===== src/hw/pmlr_pkg.sv =====
// Package holding constants and types for the power and local register block.
package pmlr_pkg;

  // ==========================================================================
  // Configuration space
  // ==========================================================================
  localparam logic [11:0] PMCS_OFFSET     = 12'h050;
  localparam int          PWR_STATE_LSB   = 0;
  localparam logic [1:0]  PWR_D0          = 2'h0;
  localparam logic [1:0]  PWR_D1          = 2'h1;
  localparam logic [1:0]  PWR_D2          = 2'h2;
  localparam logic [1:0]  PWR_D3_HOT      = 2'h3;
  localparam logic [1:0]  PWR_STATE_RST   = 2'h0;

  // ==========================================================================
  // Local register window, byte offsets
  // ==========================================================================
  localparam logic [11:0] DEV_STATUS_OFF  = 12'h000;
  localparam logic [11:0] IN_FORMAT_OFF   = 12'h004;
  localparam logic [11:0] FIFO_CTRL_OFF   = 12'h030;
  localparam logic [11:0] EVEN_SET_OFF    = 12'h010;
  localparam logic [11:0] ODD_SET_OFF     = 12'h090;
  localparam int          FIELD_REGS      = 4;

  // Field positions and reset values.
  localparam int          STAT_FIELD_BIT  = 5;
  localparam int          STAT_LOF_BIT    = 1;
  localparam int          STAT_COF_BIT    = 0;
  localparam logic [7:0]  IN_FORMAT_RST   = 8'h58;
  localparam logic [7:0]  FIFO_CTRL_RST   = 8'h00;
  localparam int          FIFO_FLUSH_BIT  = 7;
  localparam logic [7:0]  FIELD_REG_RST   = 8'h00;

  // ==========================================================================
  // Request carried from the bus target front end
  // ==========================================================================
  typedef struct packed {
    logic        valid;
    logic        cfg_space;
    logic        write;
    logic [11:2] addr;
    logic [3:0]  byte_en_n;
    logic [31:0] wdata;
  } pmlr_req_t;

endpackage


===== src/hw/pmlr_regs.sv =====
// Power management control/status and local register window of one function.
`timescale 1ns/1ps

module pmlr_regs (
  // Clock and reset
  input  wire logic             ref_clk_i,
  input  wire logic             sys_rst_i,
  // Decoded bus cycle
  input  wire pmlr_pkg::pmlr_req_t req_i,
  output logic                  ack_o,
  output logic [31:0]           rdata_o,
  // Video decoder side
  input  wire logic             field_even_i,
  input  wire logic             luma_ovf_i,
  input  wire logic             chroma_ovf_i,
  // Control outputs
  output logic [1:0]            power_state_o,
  output logic                  low_power_o,
  output logic [7:0]            input_format_o,
  output logic [7:0]            fifo_control_o,
  output logic                  fifo_flush_o,
  output logic [31:0]           active_set_o
);

  // ==========================================================================
  // Helpers
  // ==========================================================================
  // Word index of a byte offset, so decode compares only AD[11:2].
  function automatic logic [11:2] word_of(input logic [11:0] off);
    word_of = off[11:2];
  endfunction

  // Merge one byte lane into a byte under an active-low enable.
  function automatic logic [7:0] lane_merge(input logic [7:0] old_v,
                                            input logic [7:0] new_v,
                                            input logic       en_n);
    lane_merge = en_n ? old_v : new_v;
  endfunction

  // True when a word index falls inside a bank of set words at base.
  function automatic logic in_bank(input logic [11:2] addr,
                                   input logic [11:2] base);
    logic [11:2] rel;
    rel     = addr - base;
    in_bank = (addr >= base) && (rel < 10'(pmlr_pkg::FIELD_REGS));
  endfunction

  // Word slot of an address inside a bank; only meaningful on a bank hit.
  function automatic logic [1:0] bank_slot(input logic [11:2] addr,
                                           input logic [11:2] base);
    logic [11:2] rel;
    rel       = addr - base;
    bank_slot = rel[3:2];
  endfunction

  // ==========================================================================
  // Request decode
  // ==========================================================================
  localparam int FIELD_REGS = pmlr_pkg::FIELD_REGS;

  logic [7:0]            stat_reg;
  logic [1:0]            pwr_state;
  logic [7:0]            in_format;
  logic [7:0]            fifo_ctrl;
  logic                  flush_pulse;
  logic [7:0]            even_set [FIELD_REGS];
  logic [7:0]            odd_set  [FIELD_REGS];
  logic [1:0]            ovf_flags;
  logic [FIELD_REGS-1:0] even_we;
  logic [FIELD_REGS-1:0] odd_we;

  // Configuration cycles only look at the dword inside the header, so the
  // upper address bits of a configuration request are ignored on purpose.
  // Window cycles compare the full word index of the 4 kB window.

  wire         cfg_acc   = req_i.valid & req_i.cfg_space;
  wire         mem_acc   = req_i.valid & ~req_i.cfg_space;
  wire         cfg_wr    = cfg_acc & req_i.write;
  wire         mem_wr    = mem_acc & req_i.write;
  wire         lane0_n   = req_i.byte_en_n[0];
  wire [7:0]   wbyte     = req_i.wdata[7:0];
  wire [11:2]  waddr     = req_i.addr;

  wire hit_pmcs   = cfg_acc & (waddr[7:2] == pmlr_pkg::PMCS_OFFSET[7:2]);
  wire hit_status = mem_acc & (waddr == word_of(pmlr_pkg::DEV_STATUS_OFF));
  wire hit_format = mem_acc & (waddr == word_of(pmlr_pkg::IN_FORMAT_OFF));
  wire hit_fifo   = mem_acc & (waddr == word_of(pmlr_pkg::FIFO_CTRL_OFF));

  // Even and odd banks sit at two aligned blocks of FIELD_REGS words.
  wire [11:2] even_base = word_of(pmlr_pkg::EVEN_SET_OFF);
  wire [11:2] odd_base  = word_of(pmlr_pkg::ODD_SET_OFF);
  wire hit_even   = mem_acc & in_bank(waddr, even_base);
  wire hit_odd    = mem_acc & in_bank(waddr, odd_base);
  wire [1:0] even_idx = bank_slot(waddr, even_base);
  wire [1:0] odd_idx  = bank_slot(waddr, odd_base);

  // ==========================================================================
  // Power management control/status
  // ==========================================================================
  // Only the two state bits are stored; every other bit is a constant, so a
  // write to them completes and has nothing to alter.
  wire [1:0] wr_state  = req_i.wdata[pmlr_pkg::PWR_STATE_LSB +: 2];
  wire       state_ok  = (wr_state == pmlr_pkg::PWR_D0) |
                         (wr_state == pmlr_pkg::PWR_D3_HOT);
  wire       pmcs_wr   = cfg_wr & hit_pmcs & ~lane0_n;
  wire       pwr_load  = pmcs_wr & state_ok;
  wire [1:0] next_pwr_state = pwr_load ? wr_state : pwr_state;

  // Read-only fields: data, scale, select, wake bits, bridge byte, reserved.
  // Wake support is absent, so both wake bits are tied low and never stored.
  wire [7:0] pwr_data_ro    = 8'h00;
  wire [7:0] bridge_ext_ro  = 8'h00;
  wire       wake_status_ro = 1'b0;
  wire [1:0] data_scale_ro  = 2'h0;
  wire [3:0] data_sel_ro    = 4'h0;
  wire       wake_enable_ro = 1'b0;
  wire [5:0] reserved_ro    = 6'h00;

  wire [31:0] pmcs_rd = {pwr_data_ro,
                         bridge_ext_ro,
                         wake_status_ro,
                         data_scale_ro,
                         data_sel_ro,
                         wake_enable_ro,
                         reserved_ro,
                         pwr_state};

  // ==========================================================================
  // Device status: live field bit and sticky overflow flags
  // ==========================================================================
  wire       stat_wr   = mem_wr & hit_status & ~lane0_n;
  wire       luma_clr   = stat_wr & wbyte[pmlr_pkg::STAT_LOF_BIT];
  wire       chroma_clr = stat_wr & wbyte[pmlr_pkg::STAT_COF_BIT];
  wire [1:0] clr_mask   = {luma_clr, chroma_clr};
  // Events are taken as one-clock strobes or levels; a level keeps the flag
  // set, so software sees it again until the source goes quiet.
  wire [1:0] set_mask  = {luma_ovf_i, chroma_ovf_i};
  // A new overflow in the clearing cycle survives the clear.
  wire [1:0] next_ovf  = (ovf_flags & ~clr_mask) | set_mask;

  always_comb begin
    stat_reg = 8'h00;
    stat_reg[pmlr_pkg::STAT_FIELD_BIT] = field_even_i;
    stat_reg[pmlr_pkg::STAT_LOF_BIT]   = ovf_flags[1];
    stat_reg[pmlr_pkg::STAT_COF_BIT]   = ovf_flags[0];
  end

  // ==========================================================================
  // Plain read/write and read/write-star registers
  // ==========================================================================
  wire fmt_wr  = mem_wr & hit_format & ~lane0_n;
  wire fifo_wr = mem_wr & hit_fifo & ~lane0_n;
  wire [7:0] next_format = lane_merge(in_format, wbyte, ~fmt_wr);

  // The flush bit acts once and is never stored, so it always reads back 0.
  wire       next_flush = fifo_wr & wbyte[pmlr_pkg::FIFO_FLUSH_BIT];
  wire [7:0] fifo_wval  = {1'b0, wbyte[6:0]};
  wire [7:0] next_fifo  = lane_merge(fifo_ctrl, fifo_wval, ~fifo_wr);

  // ==========================================================================
  // Read data mux
  // ==========================================================================
  logic [7:0]  lane0_rd;
  logic [31:0] next_rdata;

  // Bank reads are looked up once here so the mux below stays flat.
  wire [7:0] even_rd   = even_set[even_idx];
  wire [7:0] odd_rd    = odd_set[odd_idx];
  // A window hit on no register reads as zero, as does any other
  // configuration dword; zero is one of the values a reader may see.
  wire       hit_local = hit_status | hit_format | hit_fifo | hit_even | hit_odd;

  // Unmapped window addresses read as zero, which is one allowed value.
  always_comb begin
    if (hit_status) begin
      lane0_rd = stat_reg;
    end else if (hit_format) begin
      lane0_rd = in_format;
    end else if (hit_fifo) begin
      lane0_rd = fifo_ctrl;
    end else if (hit_even) begin
      lane0_rd = even_rd;
    end else if (hit_odd) begin
      lane0_rd = odd_rd;
    end else begin
      lane0_rd = 8'h00;
    end
  end

  always_comb begin
    if (hit_pmcs) begin
      next_rdata = pmcs_rd;
    end else if (hit_local) begin
      next_rdata = {24'h000000, lane0_rd};
    end else begin
      next_rdata = 32'h00000000;
    end
  end

  // ==========================================================================
  // Even/odd field register sets
  // ==========================================================================
  logic [31:0] next_active;

  always_comb begin
    next_active = 32'h00000000;
    for (int i = 0; i < FIELD_REGS; i++) begin
      // Odd field while the indication is low, even set while it is high.
      next_active[i*8 +: 8] = field_even_i ? even_set[i] : odd_set[i];
    end
  end

  // One write strobe per slot keeps the bank processes free of decode.
  always_comb begin
    even_we = '0;
    odd_we  = '0;
    for (int i = 0; i < FIELD_REGS; i++) begin
      even_we[i] = mem_wr & hit_even & ~lane0_n & (even_idx == 2'(i));
      odd_we[i]  = mem_wr & hit_odd & ~lane0_n & (odd_idx == 2'(i));
    end
  end

  // ==========================================================================
  // Bank storage
  // ==========================================================================
  // Both banks stay writable in either field, so software may prepare the
  // set not in use while the other one drives the active view.
  always_ff @(posedge ref_clk_i) begin
    for (int i = 0; i < FIELD_REGS; i++) begin
      if (sys_rst_i) begin
        even_set[i] <= pmlr_pkg::FIELD_REG_RST;
      end else if (even_we[i]) begin
        even_set[i] <= wbyte;
      end
    end
  end

  always_ff @(posedge ref_clk_i) begin
    for (int i = 0; i < FIELD_REGS; i++) begin
      if (sys_rst_i) begin
        odd_set[i] <= pmlr_pkg::FIELD_REG_RST;
      end else if (odd_we[i]) begin
        odd_set[i] <= wbyte;
      end
    end
  end

  // ==========================================================================
  // State registers
  // ==========================================================================
  always_ff @(posedge ref_clk_i) begin
    if (sys_rst_i) begin
      pwr_state <= pmlr_pkg::PWR_STATE_RST;
    end else begin
      pwr_state <= next_pwr_state;
    end
  end

  // ==========================================================================
  // Status and control registers
  // ==========================================================================
  always_ff @(posedge ref_clk_i) begin
    if (sys_rst_i) begin
      ovf_flags <= 2'h0;
    end else begin
      ovf_flags <= next_ovf;
    end
  end

  always_ff @(posedge ref_clk_i) begin
    if (sys_rst_i) begin
      in_format <= pmlr_pkg::IN_FORMAT_RST;
    end else begin
      in_format <= next_format;
    end
  end

  always_ff @(posedge ref_clk_i) begin
    if (sys_rst_i) begin
      fifo_ctrl <= pmlr_pkg::FIFO_CTRL_RST;
    end else begin
      fifo_ctrl <= next_fifo;
    end
  end

  // ==========================================================================
  // Bus answer
  // ==========================================================================
  // Every request answers one cycle later; there is no retry or wait, so a
  // host may issue requests back to back in any power state.
  wire        next_ack   = req_i.valid;
  wire        rd_take    = req_i.valid & ~req_i.write;
  // Read data sits at zero outside its answer cycle, so a stale word can
  // never pass for a fresh one.
  wire [31:0] next_rword = rd_take ? next_rdata : 32'h00000000;

  always_ff @(posedge ref_clk_i) begin
    if (sys_rst_i) begin
      ack_o <= 1'b0;
    end else begin
      ack_o <= next_ack;
    end
  end

  always_ff @(posedge ref_clk_i) begin
    if (sys_rst_i) begin
      rdata_o <= 32'h00000000;
    end else begin
      rdata_o <= next_rword;
    end
  end

  always_ff @(posedge ref_clk_i) begin
    if (sys_rst_i) begin
      flush_pulse <= 1'b0;
    end else begin
      flush_pulse <= next_flush;
    end
  end

  // The active view lags the field indication by one clock, which keeps the
  // control outputs glitch free when the field changes.
  always_ff @(posedge ref_clk_i) begin
    if (sys_rst_i) begin
      active_set_o <= 32'h00000000;
    end else begin
      active_set_o <= next_active;
    end
  end

  // ==========================================================================
  // Outputs
  // ==========================================================================
  // The low power flag is decoded from the stored state rather than kept
  // apart, so the two can never disagree.
  assign power_state_o  = pwr_state;
  assign low_power_o    = (pwr_state == pmlr_pkg::PWR_D3_HOT);
  assign input_format_o = in_format;
  assign fifo_control_o = fifo_ctrl;
  assign fifo_flush_o   = flush_pulse;

endmodule


===== config.mk =====
export PLATFORM = sky130hd
export DESIGN_NAME = pmlr_regs
export DESIGN_NICKNAME = d
export VERILOG_FILES = /design/src/hw/pmlr_pkg.sv /design/src/hw/pmlr_regs.sv
export SDC_FILE = /design/constraint.sdc
export NUM_CORES = 1
export LEC_CHECK = 0
export ABC_AREA = 1
export BUFFER_PORTS_ARGS = -buffer_cell sky130_fd_sc_hd__buf_2
export CORE_MARGIN = 3
export CORE_UTILIZATION = 30
export DETAILED_ROUTE_END_ITERATION = 10
export SLEW_MARGIN = 15
export SYNTH_ARGS = -nofsm -noshare
export SYNTH_HDL_FRONTEND = slang
export SYNTH_SLANG_ARGS = --single-unit

===== constraint.sdc =====
create_clock -name ref_clk_i -period 2.6 [get_ports ref_clk_i]
set_clock_uncertainty 0.1 [all_clocks]
set_input_delay 0.52 -clock ref_clk_i [delete_from_list [all_inputs] [get_ports ref_clk_i]]
set_output_delay 0.52 -clock ref_clk_i [all_outputs]
set_load 0.02 [all_outputs]

==> metrics.txt <==
CTS clock-pin slew for the worst setup and hold paths=50 ps; total track usage=about 15%; EDFF count, synth=between 60 and 70; # diodes=0; setup TNS=0 ps; synth top area cells=edfxtp_1, dfxtp_1, nor2_1; Pre-antenna DRT Iters=6; port bufs=between 80 and 90; hold path cells=2; Worst EP arrival=roughly 2000 ps; number of global-route vias before repair=4129; grt met1 use=19.8%; critical path depth in cells=10; largest net degree at the start of global routing=66; Clock Path Buffers=2; first-pass GRT wire length=22900 um; htree depth=4; switching share of power=24.1%; CP Max Fanout=7; die area=0.0202 mm^2; reg2reg path depth=6; share of post-route cells with drive strength above 1=19.1%; Cell Area, Synth=0.00557 mm^2; Comb pwr share=7.9%; slew margin rel.=between 40% and 50%; post-CTS sizing=0; part of the cycle the worst path needs=77.0%; R2R Setup Slk=1150 ps; Worst Hold End=ovf_flags[0]$_SDFF_PP0_; required time of the critical path=around 2600 ps; Die H=roughly 140 um; final net count=784; Worst VDD drop=359 uV; Switch Pwr=between 1 and 1.5 mW; post-route minimum period=approximately 2000 ps; Hold Violations, Final=0; FMAX=between 0.4 and 0.5 GHz; YS warnings=0; top_reg_cell synth=edfxtp_1; Tot Pwr=4.75 mW; type of the most critical hold path=input pin to register; Rows=49; status=finished, final reports clean; core area=0.0181 mm^2; hold path start=sys_rst_i; busiest layer in global routing=met2; setup ws final=~600 ps; gr ovfl total=0; clk sinks=around 130; worst slew pin tran=753 ps; Die Width=142 um; Slowest-stage cell, CP=o21ai_0; critical-path cell list=buf_2 -> inv_1 -> nor2_1 -> nand2_1 -> nor2_1 -> nand2_1 -> nor2_2 -> inv_2 -> o21ai_0 -> buf_4; FF+latch count, synth=~130; fillers=1855; final core occ=36.9%; Root Buffer=clkbuf_16; internal power=3.61 mW; syn avg cell area=~8.7 um^2; met3 usage=4.07%; Synth async-reset ratio=0%; pre-CTS setup slack=around 170 ps; CTS tree=yes; area delta synth->final=19.7%; clock share of power=45.9%; WP buf/inv=4; DRC=0; synth unique cells=33; DRT iter0 DRCs=401; RSZ-0062 raised after global routing=no; Hold Buf Count CTS=0; post-DR wirelength/cell=about 15 um; leading area contributor after synthesis=edfxtp_1; post-DP HPWL=11000 um; static leakage=2.91 nW; postcts setup bufs=0; Commonest cells post-synth=nor2_1, nand2_1, edfxtp_1; Worst setup SP type=input pin; top cell family by delay on the critical path=simple AND/OR/NAND/NOR gates; Syn Inst Count=642; setup violators final=0; power density of the placed cells=712 mW/mm^2; most frequent cell after synthesis=nor2_1; kind of critical path=input pin to register; post-synthesis sequential area ratio=56.4%; Yosys top cell area share=34.5%; routed vias=4452; Via density=4.58; count of final max-slew check failures=0; total I/O pin count=139; final WL=15000 um; max_cap viols=0; routability cong.=between 0.8 and 0.9; initial antenna violation count=1; RR Endpoint=rdata_o[4]$_SDFF_PP0_; cts bufs inserted=17; initial core utilization=30.8%; R2R Path Start=even_set[0][4]$_SDFFCE_PN0P_; worst skew pair latency=around 430 ps; Slowest Stage Delay on Critical Path=250 ps; met2 Use GR=23.3%; Sequential Power Share=46.2%; worst hold slack=205 ps; Post-DRT Antenna Nets=0; Critical Path Sink Type=register
[area by class of cell]
class                           instances  area [um^2]  share of cell area, %
Clock inverter                          7         66.3                  0.994
Timing Repair Buffer                   94          503                   7.54
Multi-Input combinational cell        428         1960                   29.4
Sequential cell                       125         3140                   47.1
Inverter                               64          240                   3.60
Tap cell                              229          287                   4.30
Clock buffer                           24          472                   7.07
[power groups by stage]
stage / logic (mW) / clock network (mW) / registers [mW]
3_5_place_dp: 0.375 / 0 / 2.23
5_1_grt: 0.412 / 2.30 / 2.20
3_3_place_gp: 0.373 / 0 / 2.23
6_report: 0.374 / 2.18 / 2.19
4_1_cts: 0.377 / 2.21 / 2.19
2_1_floorplan: 0.226 / 0 / 2.27
[per-layer routing]
layer	vias to the layer above	wire, um
met5	-	13
met3	26	1010
met4	2	350
met2	146	7060
li1	2227	-
met1	2051	6560
[worst register-to-register path, cell delays in order (launching register included)]
cell,delay (ps)
edfxtp_1,410
a22oi_1,250
nand3_1,100
nand2_1,70
nand3_1,170
a21oi_1,190
nor2_1,70
[registers in the layout, indices dropped and copies added, names as in the netlist, 2 cells and up]
register,count
active_set_o,32
odd_set,32
rdata_o,8
input_format_o,8
power_state_o,2
fifo_control_o,7
even_set,32
ovf_flags,2
[kinds of logic after synthesis]
group                  share of synthesized area, %
AOI/OAI and AO/OA                              9.79
buffers and inverters                          10.0
DFF                                            56.4
other                                        0.0673
and+or+nand+nor                                23.7
[per-stage QoR]
| stage | instances | area [um^2] |
|---|---|---|
| after floorplan | 666 | 5660 |
| after global placement | 940 | 6130 |
| after detailed placement | 940 | 6130 |
| after CTS | 971 | 6670 |
| after global routing | 971 | 6670 |
| final | 971 | 6670 |
[layout by cell type (no fill, tap or decap), types with 3 or more instances in the layout]
| cell | n |
|---|---|
| a21oi_1 | 32 |
| dfxtp_1 | 61 |
| nand2_2 | 3 |
| nand4_1 | 9 |
| buf_4 | 7 |
| o21ai_0 | 55 |
| clkbuf_1 | 5 |
| buf_2 | 86 |
| clkinv_1 | 5 |
| conb_1 | 25 |
| nand2_1 | 101 |
| edfxtp_1 | 64 |
| nand3_1 | 25 |
| clkinv_2 | 4 |
| nor2_1 | 140 |
| nor2_4 | 9 |
| a22oi_1 | 7 |
| nor2_2 | 3 |
| clkbuf_16 | 17 |
| inv_1 | 58 |
| o211ai_1 | 4 |
[how the worst max path moves through the flow]
stage	startpoint	endpoint
floorplan	req_i[38]	even_set[3][0]$_SDFFCE_PN0P_
global placement	req_i[38]	even_set[0][4]$_SDFFCE_PN0P_
detailed placement	req_i[38]	even_set[0][4]$_SDFFCE_PN0P_
CTS	req_i[38]	even_set[0][2]$_SDFFCE_PN0P_
global route	req_i[38]	even_set[3][6]$_SDFFCE_PN0P_
finish	req_i[38]	even_set[3][4]$_SDFFCE_PN0P_
(Power assumes the default switching activity.)
